==> src/rtl/hmc_consts.vh <==
// constants for the haptic mode control register bank
// What this block does
// - soft reset bit seven acts like power cycle
// - soft reset stops playback, restores register defaults
// - soft reset bit clears itself afterwards
// - bit six standby, resets to one
// - mode bits two-zero; mode zero starts by software
// - mode one: trigger rising edge sets start
// - mode one: second rising edge while set cancels
// - mode two: start flag follows trigger level
// - mode two: falling edge cancels; matching state idle
// - mode three: trigger pin drives actuator continuously
// - mode three: input kind bit picks PWM/analog
// - mode four: audio on trigger pin becomes vibration
// - mode five drives realtime drive value register
// - mode six: start launches diagnostic, outcome stored
// - diagnostic done shown by start flag self-clearing
// - calibration done shown by start flag self-clearing
// - check outcome flag clears on read, last result
// - realtime value signed unless format bit set
`ifndef HMC_CONSTS_VH
`define HMC_CONSTS_VH
`define HMC_ADDR_STATUS     8'h00
`define HMC_ADDR_MODE       8'h01
`define HMC_ADDR_RTDRIVE    8'h02
`define HMC_ADDR_START      8'h0C
`define HMC_ADDR_CTRL3      8'h1D
`define HMC_BIT_RESET       7
`define HMC_BIT_STANDBY     6
`define HMC_BIT_CHECK       3
`define HMC_BIT_KIND        1
`define HMC_BIT_ACCOUPLE    5
`define HMC_BIT_FORMAT      3
`define HMC_MODE_RST        8'h40
`define HMC_MODE_WMASK      8'hC7
`define HMC_CTRL3_RST       8'h00
`define HMC_M_INTERNAL      3'h0
`define HMC_M_EDGE          3'h1
`define HMC_M_LEVEL         3'h2
`define HMC_M_PWM           3'h3
`define HMC_M_AUDIO         3'h4
`define HMC_M_REALTIME      3'h5
`define HMC_M_DIAG          3'h6
`define HMC_M_CAL           3'h7
`define HMC_RESET_CYCLES    4'h4
`endif

==> src/rtl/hmc_trig_sync.v <==
// trigger pin synchroniser and edge detector
`timescale 1ns/1ps
`default_nettype none
module hmc_trig_sync (
  input  wire clk,
  input  wire rst_n,
  input  wire clk_en,
  input  wire pin_in,
  output wire level,
  output wire rise,
  output wire fall
);
  reg meta_q;   // first stage, read only by sync_q
  reg sync_q;   // synchronised level
  reg prev_q;   // delayed level for edges

  // two flop sync plus edge history
  always @(posedge clk) begin
    if (!rst_n) begin
      meta_q <= 1'b0;
      sync_q <= 1'b0;
      prev_q <= 1'b0;
    end else if (clk_en) begin
      meta_q <= pin_in;
      sync_q <= meta_q;
      prev_q <= sync_q;
    end
  end

  assign level = sync_q;
  assign rise  = clk_en & sync_q & ~prev_q;
  assign fall  = clk_en & ~sync_q & prev_q;
endmodule
`default_nettype wire

==> src/rtl/hmc_mode_ctrl.v <==
// mode control register bank of the haptic driver
`timescale 1ns/1ps
`default_nettype none
`include "hmc_consts.vh"
module hmc_mode_ctrl (
  input  wire       clk,
  input  wire       rst_n,
  input  wire       clk_en,
  // simple register port from the serial bus front end
  input  wire       reg_wr,
  input  wire       reg_rd,
  input  wire [7:0] reg_addr,
  input  wire [7:0] reg_wdata,
  output reg  [7:0] reg_rdata,
  // trigger pin and engine handshakes
  input  wire       input_trigger_pin,
  input  wire       routine_done,
  input  wire       routine_fail,
  output reg        start_flag,
  output reg        cancel_pulse,
  output reg        soft_reset_active,
  output reg        standby,
  output reg  [2:0] op_mode,
  output reg        drive_from_pin,
  output reg        pin_is_analog,
  output reg        audio_mode,
  output reg        ac_coupling_enable,
  output reg        realtime_drive_en,
  output reg  [8:0] realtime_drive_out,
  output reg        diag_run,
  output reg        cal_run
);
  reg [7:0] mode_q;                 // operating_mode_control image
  reg [7:0] rtdrive_q;              // realtime drive value
  reg [7:0] ctrl3_q;                // kind, coupling and format bits
  reg       start_q;                // start flag
  reg       check_q;                // check outcome flag
  reg [3:0] rst_cnt_q;              // soft reset sequence counter
  reg       rst_busy_q;             // soft reset in progress

  wire      trig_level;
  wire      trig_rise;
  wire      trig_fall;
  wire [2:0] mode_sel = mode_q[2:0];
  wire      wr_mode = reg_wr & (reg_addr == `HMC_ADDR_MODE);
  wire      wr_start = reg_wr & (reg_addr == `HMC_ADDR_START);
  wire      rd_status = reg_rd & (reg_addr == `HMC_ADDR_STATUS);
  wire      kind_bit = ctrl3_q[`HMC_BIT_KIND];
  wire      fmt_bit = ctrl3_q[`HMC_BIT_FORMAT];

  // returns high when the mode uses the start flag as a routine launcher
  function is_self_clear;
    input [2:0] m;
    begin
      is_self_clear = (m == `HMC_M_DIAG) || (m == `HMC_M_CAL) ||
                      (m == `HMC_M_INTERNAL) || (m == `HMC_M_EDGE);
    end
  endfunction

  hmc_trig_sync u_sync (
    .clk    (clk),
    .rst_n  (rst_n),
    .clk_en (clk_en),
    .pin_in (input_trigger_pin),
    .level  (trig_level),
    .rise   (trig_rise),
    .fall   (trig_fall)
  );

  // soft reset sequencer: holds the configuration, start and check registers at default for a few cycles
  always @(posedge clk) begin
    if (!rst_n) begin
      rst_busy_q <= 1'b0;
      rst_cnt_q  <= 4'h0;
    end else if (clk_en) begin
      if (rst_busy_q) begin
        if (rst_cnt_q == `HMC_RESET_CYCLES) begin
          rst_busy_q <= 1'b0;
          rst_cnt_q  <= 4'h0;
        end else begin
          rst_cnt_q <= rst_cnt_q + 4'h1;
        end
      end else if (wr_mode && reg_wdata[`HMC_BIT_RESET]) begin
        rst_busy_q <= 1'b1;
        rst_cnt_q  <= 4'h0;
      end
    end
  end

  // configuration registers; all return to defaults during soft reset
  always @(posedge clk) begin
    if (!rst_n) begin
      mode_q    <= `HMC_MODE_RST;
      rtdrive_q <= 8'h00;
      ctrl3_q   <= `HMC_CTRL3_RST;
    end else if (clk_en) begin
      if (rst_busy_q) begin
        mode_q    <= `HMC_MODE_RST;
        rtdrive_q <= 8'h00;
        ctrl3_q   <= `HMC_CTRL3_RST;
      end else if (reg_wr) begin
        case (reg_addr)
          `HMC_ADDR_MODE: begin
            mode_q <= reg_wdata & `HMC_MODE_WMASK;
          end
          `HMC_ADDR_RTDRIVE: begin
            rtdrive_q <= reg_wdata;
          end
          `HMC_ADDR_CTRL3: begin
            ctrl3_q <= reg_wdata;
          end
          default: begin
            mode_q <= mode_q;
          end
        endcase
      end
    end
  end

  // start flag: software, trigger pin and engine completion
  always @(posedge clk) begin
    if (!rst_n) begin
      start_q      <= 1'b0;
      cancel_pulse <= 1'b0;
    end else if (clk_en) begin
      cancel_pulse <= 1'b0;
      if (rst_busy_q) begin
        start_q      <= 1'b0;
        cancel_pulse <= start_q;
      end else begin
        case (mode_sel)
          `HMC_M_EDGE: begin
            if (trig_rise && start_q) begin
              start_q      <= 1'b0;
              cancel_pulse <= 1'b1;
            end else if (trig_rise) begin
              start_q <= 1'b1;
            end else if (wr_start) begin
              start_q <= reg_wdata[0];
            end else if (routine_done) begin
              start_q <= 1'b0;
            end
          end
          `HMC_M_LEVEL: begin
            if (trig_rise && !start_q) begin
              start_q <= 1'b1;
            end else if (trig_fall && start_q) begin
              start_q      <= 1'b0;
              cancel_pulse <= 1'b1;
            end else if (wr_start) begin
              start_q <= reg_wdata[0];
            end
          end
          default: begin
            if (wr_start) begin
              start_q <= reg_wdata[0];
            end else if (routine_done && is_self_clear(mode_sel)) begin
              start_q <= 1'b0;
            end
          end
        endcase
      end
    end
  end

  // check outcome flag: set by completion, cleared by status read
  always @(posedge clk) begin
    if (!rst_n) begin
      check_q <= 1'b0;
    end else if (clk_en) begin
      if (rst_busy_q) begin
        check_q <= 1'b0;
      // outcome stored on completion, wins over read clear
      end else if (routine_done && start_q &&
                   (mode_sel == `HMC_M_DIAG || mode_sel == `HMC_M_CAL)) begin
        check_q <= routine_fail;
      end else if (rd_status) begin
        check_q <= 1'b0;
      end
    end
  end

  // read data mux, registered
  always @(posedge clk) begin
    if (!rst_n) begin
      reg_rdata <= 8'h00;
    end else if (clk_en) begin
      case (reg_addr)
        `HMC_ADDR_STATUS:  reg_rdata <= {4'h0, check_q, 3'h0};
        // reset bit reads back while busy only
        `HMC_ADDR_MODE:    reg_rdata <= {rst_busy_q, mode_q[6:0]};
        `HMC_ADDR_RTDRIVE: reg_rdata <= rtdrive_q;
        `HMC_ADDR_START:   reg_rdata <= {7'h00, start_q};
        `HMC_ADDR_CTRL3:   reg_rdata <= ctrl3_q;
        default:           reg_rdata <= 8'h00;
      endcase
    end
  end

  // engine-facing outputs, all registered
  always @(posedge clk) begin
    if (!rst_n) begin
      start_flag         <= 1'b0;
      soft_reset_active  <= 1'b0;
      standby            <= 1'b1;
      op_mode            <= 3'h0;
      drive_from_pin     <= 1'b0;
      pin_is_analog      <= 1'b0;
      audio_mode         <= 1'b0;
      ac_coupling_enable <= 1'b0;
      realtime_drive_en  <= 1'b0;
      realtime_drive_out <= 9'h000;
      diag_run           <= 1'b0;
      cal_run            <= 1'b0;
    end else if (clk_en) begin
      start_flag        <= start_q;
      soft_reset_active <= rst_busy_q;
      standby           <= mode_q[`HMC_BIT_STANDBY];
      op_mode           <= mode_sel;
      drive_from_pin    <= (mode_sel == `HMC_M_PWM) && !rst_busy_q;
      pin_is_analog     <= kind_bit;
      audio_mode        <= (mode_sel == `HMC_M_AUDIO) && !rst_busy_q;
      ac_coupling_enable <= ctrl3_q[`HMC_BIT_ACCOUPLE];
      realtime_drive_en <= (mode_sel == `HMC_M_REALTIME) && !rst_busy_q;
      realtime_drive_out <= fmt_bit ? {1'b0, rtdrive_q} :
                                      {rtdrive_q[7], rtdrive_q};
      diag_run          <= (mode_sel == `HMC_M_DIAG) && start_q;
      cal_run           <= (mode_sel == `HMC_M_CAL) && start_q;
    end
  end
endmodule
`default_nettype wire

==> config.mk <==
export PLATFORM = sky130hd
export DESIGN_NAME = hmc_mode_ctrl
export DESIGN_NICKNAME = d
export VERILOG_FILES = /design/src/rtl/hmc_trig_sync.v /design/src/rtl/hmc_mode_ctrl.v
export VERILOG_INCLUDE_DIRS = /design/src /design/src/rtl
export SDC_FILE = /design/constraint.sdc
export NUM_CORES = 1
export LEC_CHECK = 0
export BUFFER_PORTS_ARGS = -buffer_cell sky130_fd_sc_hd__buf_4
export CAP_MARGIN = 15
export CORE_ASPECT_RATIO = 1.75
export CORE_UTILIZATION = 54
export CTS_CLUSTER_SIZE = 14
export DETAILED_ROUTE_END_ITERATION = 6
export GPL_TIMING_DRIVEN = 1
export PLACE_DENSITY = 0.87
export SLEW_MARGIN = 20
export SYNTH_ARGS = -nofsm -noshare
export SYNTH_HDL_FRONTEND = slang
export SYNTH_SLANG_ARGS = --single-unit
==> constraint.sdc <==
create_clock -name clk -period 2.04 [get_ports clk]
set_input_delay 0.204 -clock clk [delete_from_list [all_inputs] [get_ports clk]]
set_output_delay 0.204 -clock clk [all_outputs]
set_load 0.05 [all_outputs]
==> Yosys cells after proc, flatten, opt, wreduce, memory -nomap -nowiden <==
Cells that the tools add are included.
{ "classes": {"n_addsub": 1, "n_eq_ne": 14, "mux": 36, "n_bitwise": 9, "reduce_logical": 32} }
{ "op_table": {"columns": ["op", "count"], "rows": [
  ["$mux 8", 6],
  ["$pmux 8 s5", 1],
  ["$mux 7", 3],
  ["$mux 1", 20],
  ["$eq 3x3->1 const B", 4],
  ["$logic_and 1x1->1", 12],
  ["$mux 4", 3],
  ["$reduce_bool 2->1", 5],
  ["$mux 9", 1],
  ["$reduce_and 3->1", 3],
  ["$eq 8x1->1 const B", 1],
  ["$eq 8x2->1 const B", 1],
  ["$eq 8x4->1 const B", 1],
  ["$eq 8x5->1 const B", 1],
  ["$logic_not 8->1", 1],
  ["$and 1x1->1", 7],
  ["$eq 3x2->1 const B", 2],
  ["$ne 6x6->1 const B", 1],
  ["$ne 5x5->1 const B", 1],
  ["$reduce_bool 5->1", 1],
  ["$add 4x1->4 const B", 1],
  ["$eq 4x3->1 const B", 1],
  ["$pmux 1 s2", 2],
  ["$reduce_and 2->1", 2],
  ["other kinds (7)", 11]
]} }
{ "word_totals": {"reg_bits": 64, "inputBits": 24, "out_inout_bits": 31, "elab_cells": 116} }

==> Depth between registers and ports, before layout <==
{ "depth": {"word_depth": 9, "mapped_depth": 7, "ltp_nobuf": 7} }

==> By module <==
From an unflattened synthesis, not the netlist that was laid out.
{ "hier_totals": {"cells_unflattened": 306, "hier_area_um2": 2796.4} }
{ "modules_own_cells": {"columns": ["mod", "instances", "cells_each", "area_each_um2", "seq_area_each_um2"], "rows": [
  ["hmc_mode_ctrl", 1, 294, 2672.6, 1161.1],
  ["hmc_trig_sync", 1, 12, 123.9, 60.1]
]} }

==> Worst setup path after synthesis <==
Ideal clock, no wire load.
{ "synth_timing": {"path_kind": "in2reg", "startpoint": "in reg_addr[5]", "endpoint": "reg rst_cnt_q[2]", "setup_time_ns": 0.126, "arrival_ns": 1.636, "required_ns": 1.914, "slack_ns": 0.278, "stages": 5, "path_buffers": 0, "path_cell_list": "or4_4 > or4_4 > a21boi_2 > xnor2_1 > nor2_1"} }
{ "synth_via": {"elab_chain_len": 5} }
{ "synth_lines": {"columns": ["item", "line_no", "text"], "rows": [
  ["start: declaration", "hmc_mode_ctrl.v:12", "input wire [7:0] reg_addr,"],
  ["$eq 8x1->1", null, null],
  ["$and 1x1->1", "hmc_mode_ctrl.v:45", "wire wr_mode = reg_wr & (reg_addr == `HMC_ADDR_MODE);"],
  ["$logic_and 1x1->1", "hmc_mode_ctrl.v:83", "end else if (wr_mode && reg_wdata[`HMC_BIT_RESET]) begin"],
  ["$reduce_bool 2->1 (no source line)", null, null],
  ["$reduce_and 2->1 (no source line)", null, null],
  ["end signal: assignment", "hmc_mode_ctrl.v:81", "rst_cnt_q <= rst_cnt_q + 4'h1;"],
  ["end: declaration", "hmc_mode_ctrl.v:38", "reg [3:0] rst_cnt_q;"]
]} }
Every way passes these cells.
A chain may end at the register's enable or synchronous reset.

==> Worst setup path after layout <==
{ "layout_timing": {"startpoint": "in reg_addr[5]", "endpoint": "reg mode_q[6]"} }
{ "layout_via": {"elab_chain_len": 3} }
{ "layout_lines": {"columns": ["item", "line_no", "text"], "rows": [
  ["$eq 8x1->1", "hmc_mode_ctrl.v:102", "case (reg_addr)"],
  ["$reduce_bool 2->1 (no source line)", null, null],
  ["$reduce_and 3->1 (no source line)", null, null],
  ["end signal: assignment", "hmc_mode_ctrl.v:98", "mode_q <= `HMC_MODE_RST;"],
  ["end signal: assignment", "hmc_mode_ctrl.v:104", "mode_q <= reg_wdata & `HMC_MODE_WMASK;"],
  ["end signal: assignment", "hmc_mode_ctrl.v:113", "mode_q <= mode_q;"],
  ["end: declaration", "hmc_mode_ctrl.v:33", "reg [7:0] mode_q;"]
]} }
Every way passes these cells.

==> flow_metrics.py <==
metrics = {
    "outcome": {
        "outcome": "complete, no violations",
    },
    "clocking": {
        "post_cts_buffers": 0,
        "hold_buffers": 0,
        "cts_tree": "done",
        "htreeDepth": 3,
        "clock_path_buffers": 2,
        "clock_latency_ns": 0.34,
        "cts-buffers-inserted": 9,
        "clk_pin_slew_worst_paths_ns": 0.06,
        "cts_resized": 0,
        "cts_sinks": 61,
        "cts-root-buf": "clkbuf_8",
    },
    "layout": {
        "multi_input_area_sq_um": 1304,
        "drive_above_1_share_pct": 23.46,
        "syn_to_final_growth_pct": 26.34,
        "seqCellArea_sq_um": 1221,
        "num-fill-cells": 382,
        "post-route-cell-area_sq_um": 3301,
        "instances_no_fill": 410,
        "diodes": 0,
        "fin_nets": 380,
    },
    "worst_setup_path": {
        "critPathKind": "input port to flip-flop",
        "cp.arrival_ns": 1.85,
        "critPathMaxFanout": 6,
        "cp-end-kind": "flip-flop",
        "cpPeakStageDelay_ns": 0.61,
        "start_kind": "input port",
        "slowest_stage": "or4_1",
        "crit_buf_inv": 1,
        "cp_cell_sequence": "buf_4, or4_4, or4_1, o32ai_1, nand2_1",
        "required_ns": 2.27,
        "critPathTopFamily": "simple AND/OR/NAND/NOR gates",
    },
    "timing": {
        "slew-limit-headroom_pct": 70.11,
        "tns_ns": 0,
        "setup_violations": 0,
        "maxSlewViolCount": 0,
        "fmax_mhz": 615.1,
        "finClkSkew_ns": 0.005058,
        "period_share_pct": 79.70,
        "rsz0062_at_grt": "false",
        "post-route-min-period_ns": 1.626,
        "worst_slew_pin_slew_ns": 0.4443,
        "worst_slack_ns": 0.4142,
        "finalHoldViolations": 0,
    },
    "placement": {
        "gp_congestion": 0.9623,
        "postPlaceCellArea_sq_um": 3089,
        "place_inst": 394,
        "pre_cts_ws_ns": 0.09171,
        "hpwl_microns": 4738,
        "placement.io_buffers": 54,
    },
    "min_path": {
        "hp-class": "input port to flip-flop",
    },
    "floorplanning": {
        "rows": 33,
        "ioPinCount": 55,
        "die_x_microns": 54.58,
        "coreArea_sq_um": 4666,
        "dieHeight_microns": 94.02,
        "dieArea_sq_um": 5131,
        "initial_core_util_pct": 55.99,
    },
    "detailed_routing": {
        "wl_per_cell_microns": 16.11,
        "drt_iter0_drc": 102,
        "num_vias": 2468,
        "postRouteAntennaNets": 0,
        "wl_microns": 6604,
        "vias_per_cell": 6.020,
        "drc_errors": 0,
        "drt_first_pass_iters": 5,
    },
    "global_routing": {
        "groute.usage.overall_pct": 29.77,
        "grt_pass1_wl_microns": 10850,
        "grt_overflow_total": 0,
        "grt_pass1_vias": 2376,
        "antenna_found_initial": 0,
        "grt_max_degree": 40,
    },
    "yosys": {
        "syn-num-nets": 322,
        "ys_seq_area_share_pct": 46.74,
        "synth_flop_cell": "dfxtp_1",
        "synth-edff-count": 0,
        "synth_cell_type_count": 44,
        "syn_inst": 295,
        "synth_async_sr_flop_share_pct": 0,
        "synth_seq_cells": 61,
        "syn_area_sq_um": 2613,
        "yosysWarningCount": 0,
        "avgSynthCellArea_sq_um": 8.856,
    },
    "pwr": {
        "leakage_nw": 1.353,
        "peakVddDrop_mv": 0.7547,
        "power_density_nw_per_um2": 763.7,
    },
    "flow_run": {
        "maxCapViolations": 0,
    },
}
==> cell type report <==
type	count	area share [%]
clock inverters	3	1.289
repair buffers	63	14.33
flip-flops and latches	61	37.00
multi-input cells	211	39.50
well taps	52	1.971
inverters	7	0.7961
clock buffers	13	5.118
==> power breakdown <==
part | leakage [nW] | internal, mW | switching [mW]
Combinational | 0.755 | 0.0729 | 0.120
Clock | 0.106 | 0.662 | 0.459
Sequential | 0.493 | 1.20 | 0.00620
Total | 1.35 | 1.94 | 0.584
==> worst paths after layout <==
kind,startpoint,end,slack [ns],cells past startpoint
max,reg_addr[5],mode_q[6],0.41,5
min,reg_wdata[3],rtdrive_q[3],0.08,2
max reg2reg,rst_busy_q,rtdrive_q[1],0.42,5
min reg2reg,soft_reset_active,soft_reset_active,0.47,2
==> through the flow <==
step,total power [mW],utilization [%],hold WS [ns]
after floorplan,1.340,-,0.2659
after global placement,1.421,66.21,0.4292
after detailed placement,1.424,66.21,0.4349
after CTS,2.534,70.74,0.07418
after global routing,2.610,70.74,0.08108
final,2.521,70.74,0.08434
==> registers in the layout, summed over array words and instances, names as in the netlist, 3 cells and up <==
| signal | count |
|---|---|
| ctrl3_q | 8 |
| reg_rdata | 8 |
| rst_cnt_q | 4 |
| op_mode | 3 |
| mode_q | 4 |
| realtime_drive_out | 9 |
| rtdrive_q | 8 |
==> cell usage after synthesis (2+ instances only) <==
cell      number  area, sq um
a221oi_1       7        61.31
nor4_1         3        18.77
nand4_1        3        18.77
o21ai_0       10        50.05
dfxtp_1       61         1221
nand2_1       23        86.33
ha_1           3        37.54
xnor2_1        3        26.28
clkbuf_1      14        52.55
nand3_1       11        55.05
a32oi_1        2        17.52
nor2b_1        3        18.77
mux2i_1       17        170.2
and2_1         3        18.77
a21oi_1       15        75.07
a31oi_1        2        12.51
or4_4          2        22.52
and3_1         2        12.51
nand3b_1       2        15.01
nor3_1        13        65.06
a22o_1        19        166.4
nor2_1        42        157.7
o22ai_1        2        12.51
inv_1          7        26.28
nand2b_1       5        31.28
a22oi_1        3        22.52
==> logic make-up (layout without fill, tap and decap cells) <==
logic type	Yosys count	after routing	synth area share, %
AND/OR/NAND/NOR	117	117	21.31
AO/OA/AOI/OAI	71	71	19.64
flip-flops	61	61	46.74
buffers and inverters	23	86	3.352
multiplexers	17	17	6.513
adder cells (fa/ha/maj)	3	3	1.437
XOR/XNOR	3	3	1.006
==> placed cells by master (no fill, tap or decap), types with 2 or more instances in the layout <==
master    netlist  layout
nor2b_1         3       3
a22oi_1         3       3
a21oi_1        15      15
nand3_1        11      11
a22o_1         19      19
clkbuf_8        0      12
nor3_1         13      13
nor4_1          3       3
a32oi_1         2       2
xnor2_1         3       3
a221oi_1        7       7
inv_1           7       7
nor2_1         42      42
nand3b_1        2       2
a31oi_1         2       2
nand4_1         3       3
and3_1          2       2
nand2_1        23      23
o21ai_0        10      10
and2_1          3       3
ha_1            3       3
nand2b_1        5       5
o22ai_1         2       2
buf_4           0      63
mux2i_1        17      17
dfxtp_1        61      61
or4_4           2       2
==> layer usage <==
| metal | track usage [%] | vias to the layer above | wire length (microns) |
|---|---|---|---|
| li1 | - | 1183 | - |
| met1 | 34.56 | 1151 | 2489 |
| met2 | 46.59 | 117 | 3480 |
| met3 | 7.767 | 17 | 448 |
| met4 | 17.95 | 0 | 185 |
| met5 | 0 | - | 0 |
Power figures use the tool's default switching activity.
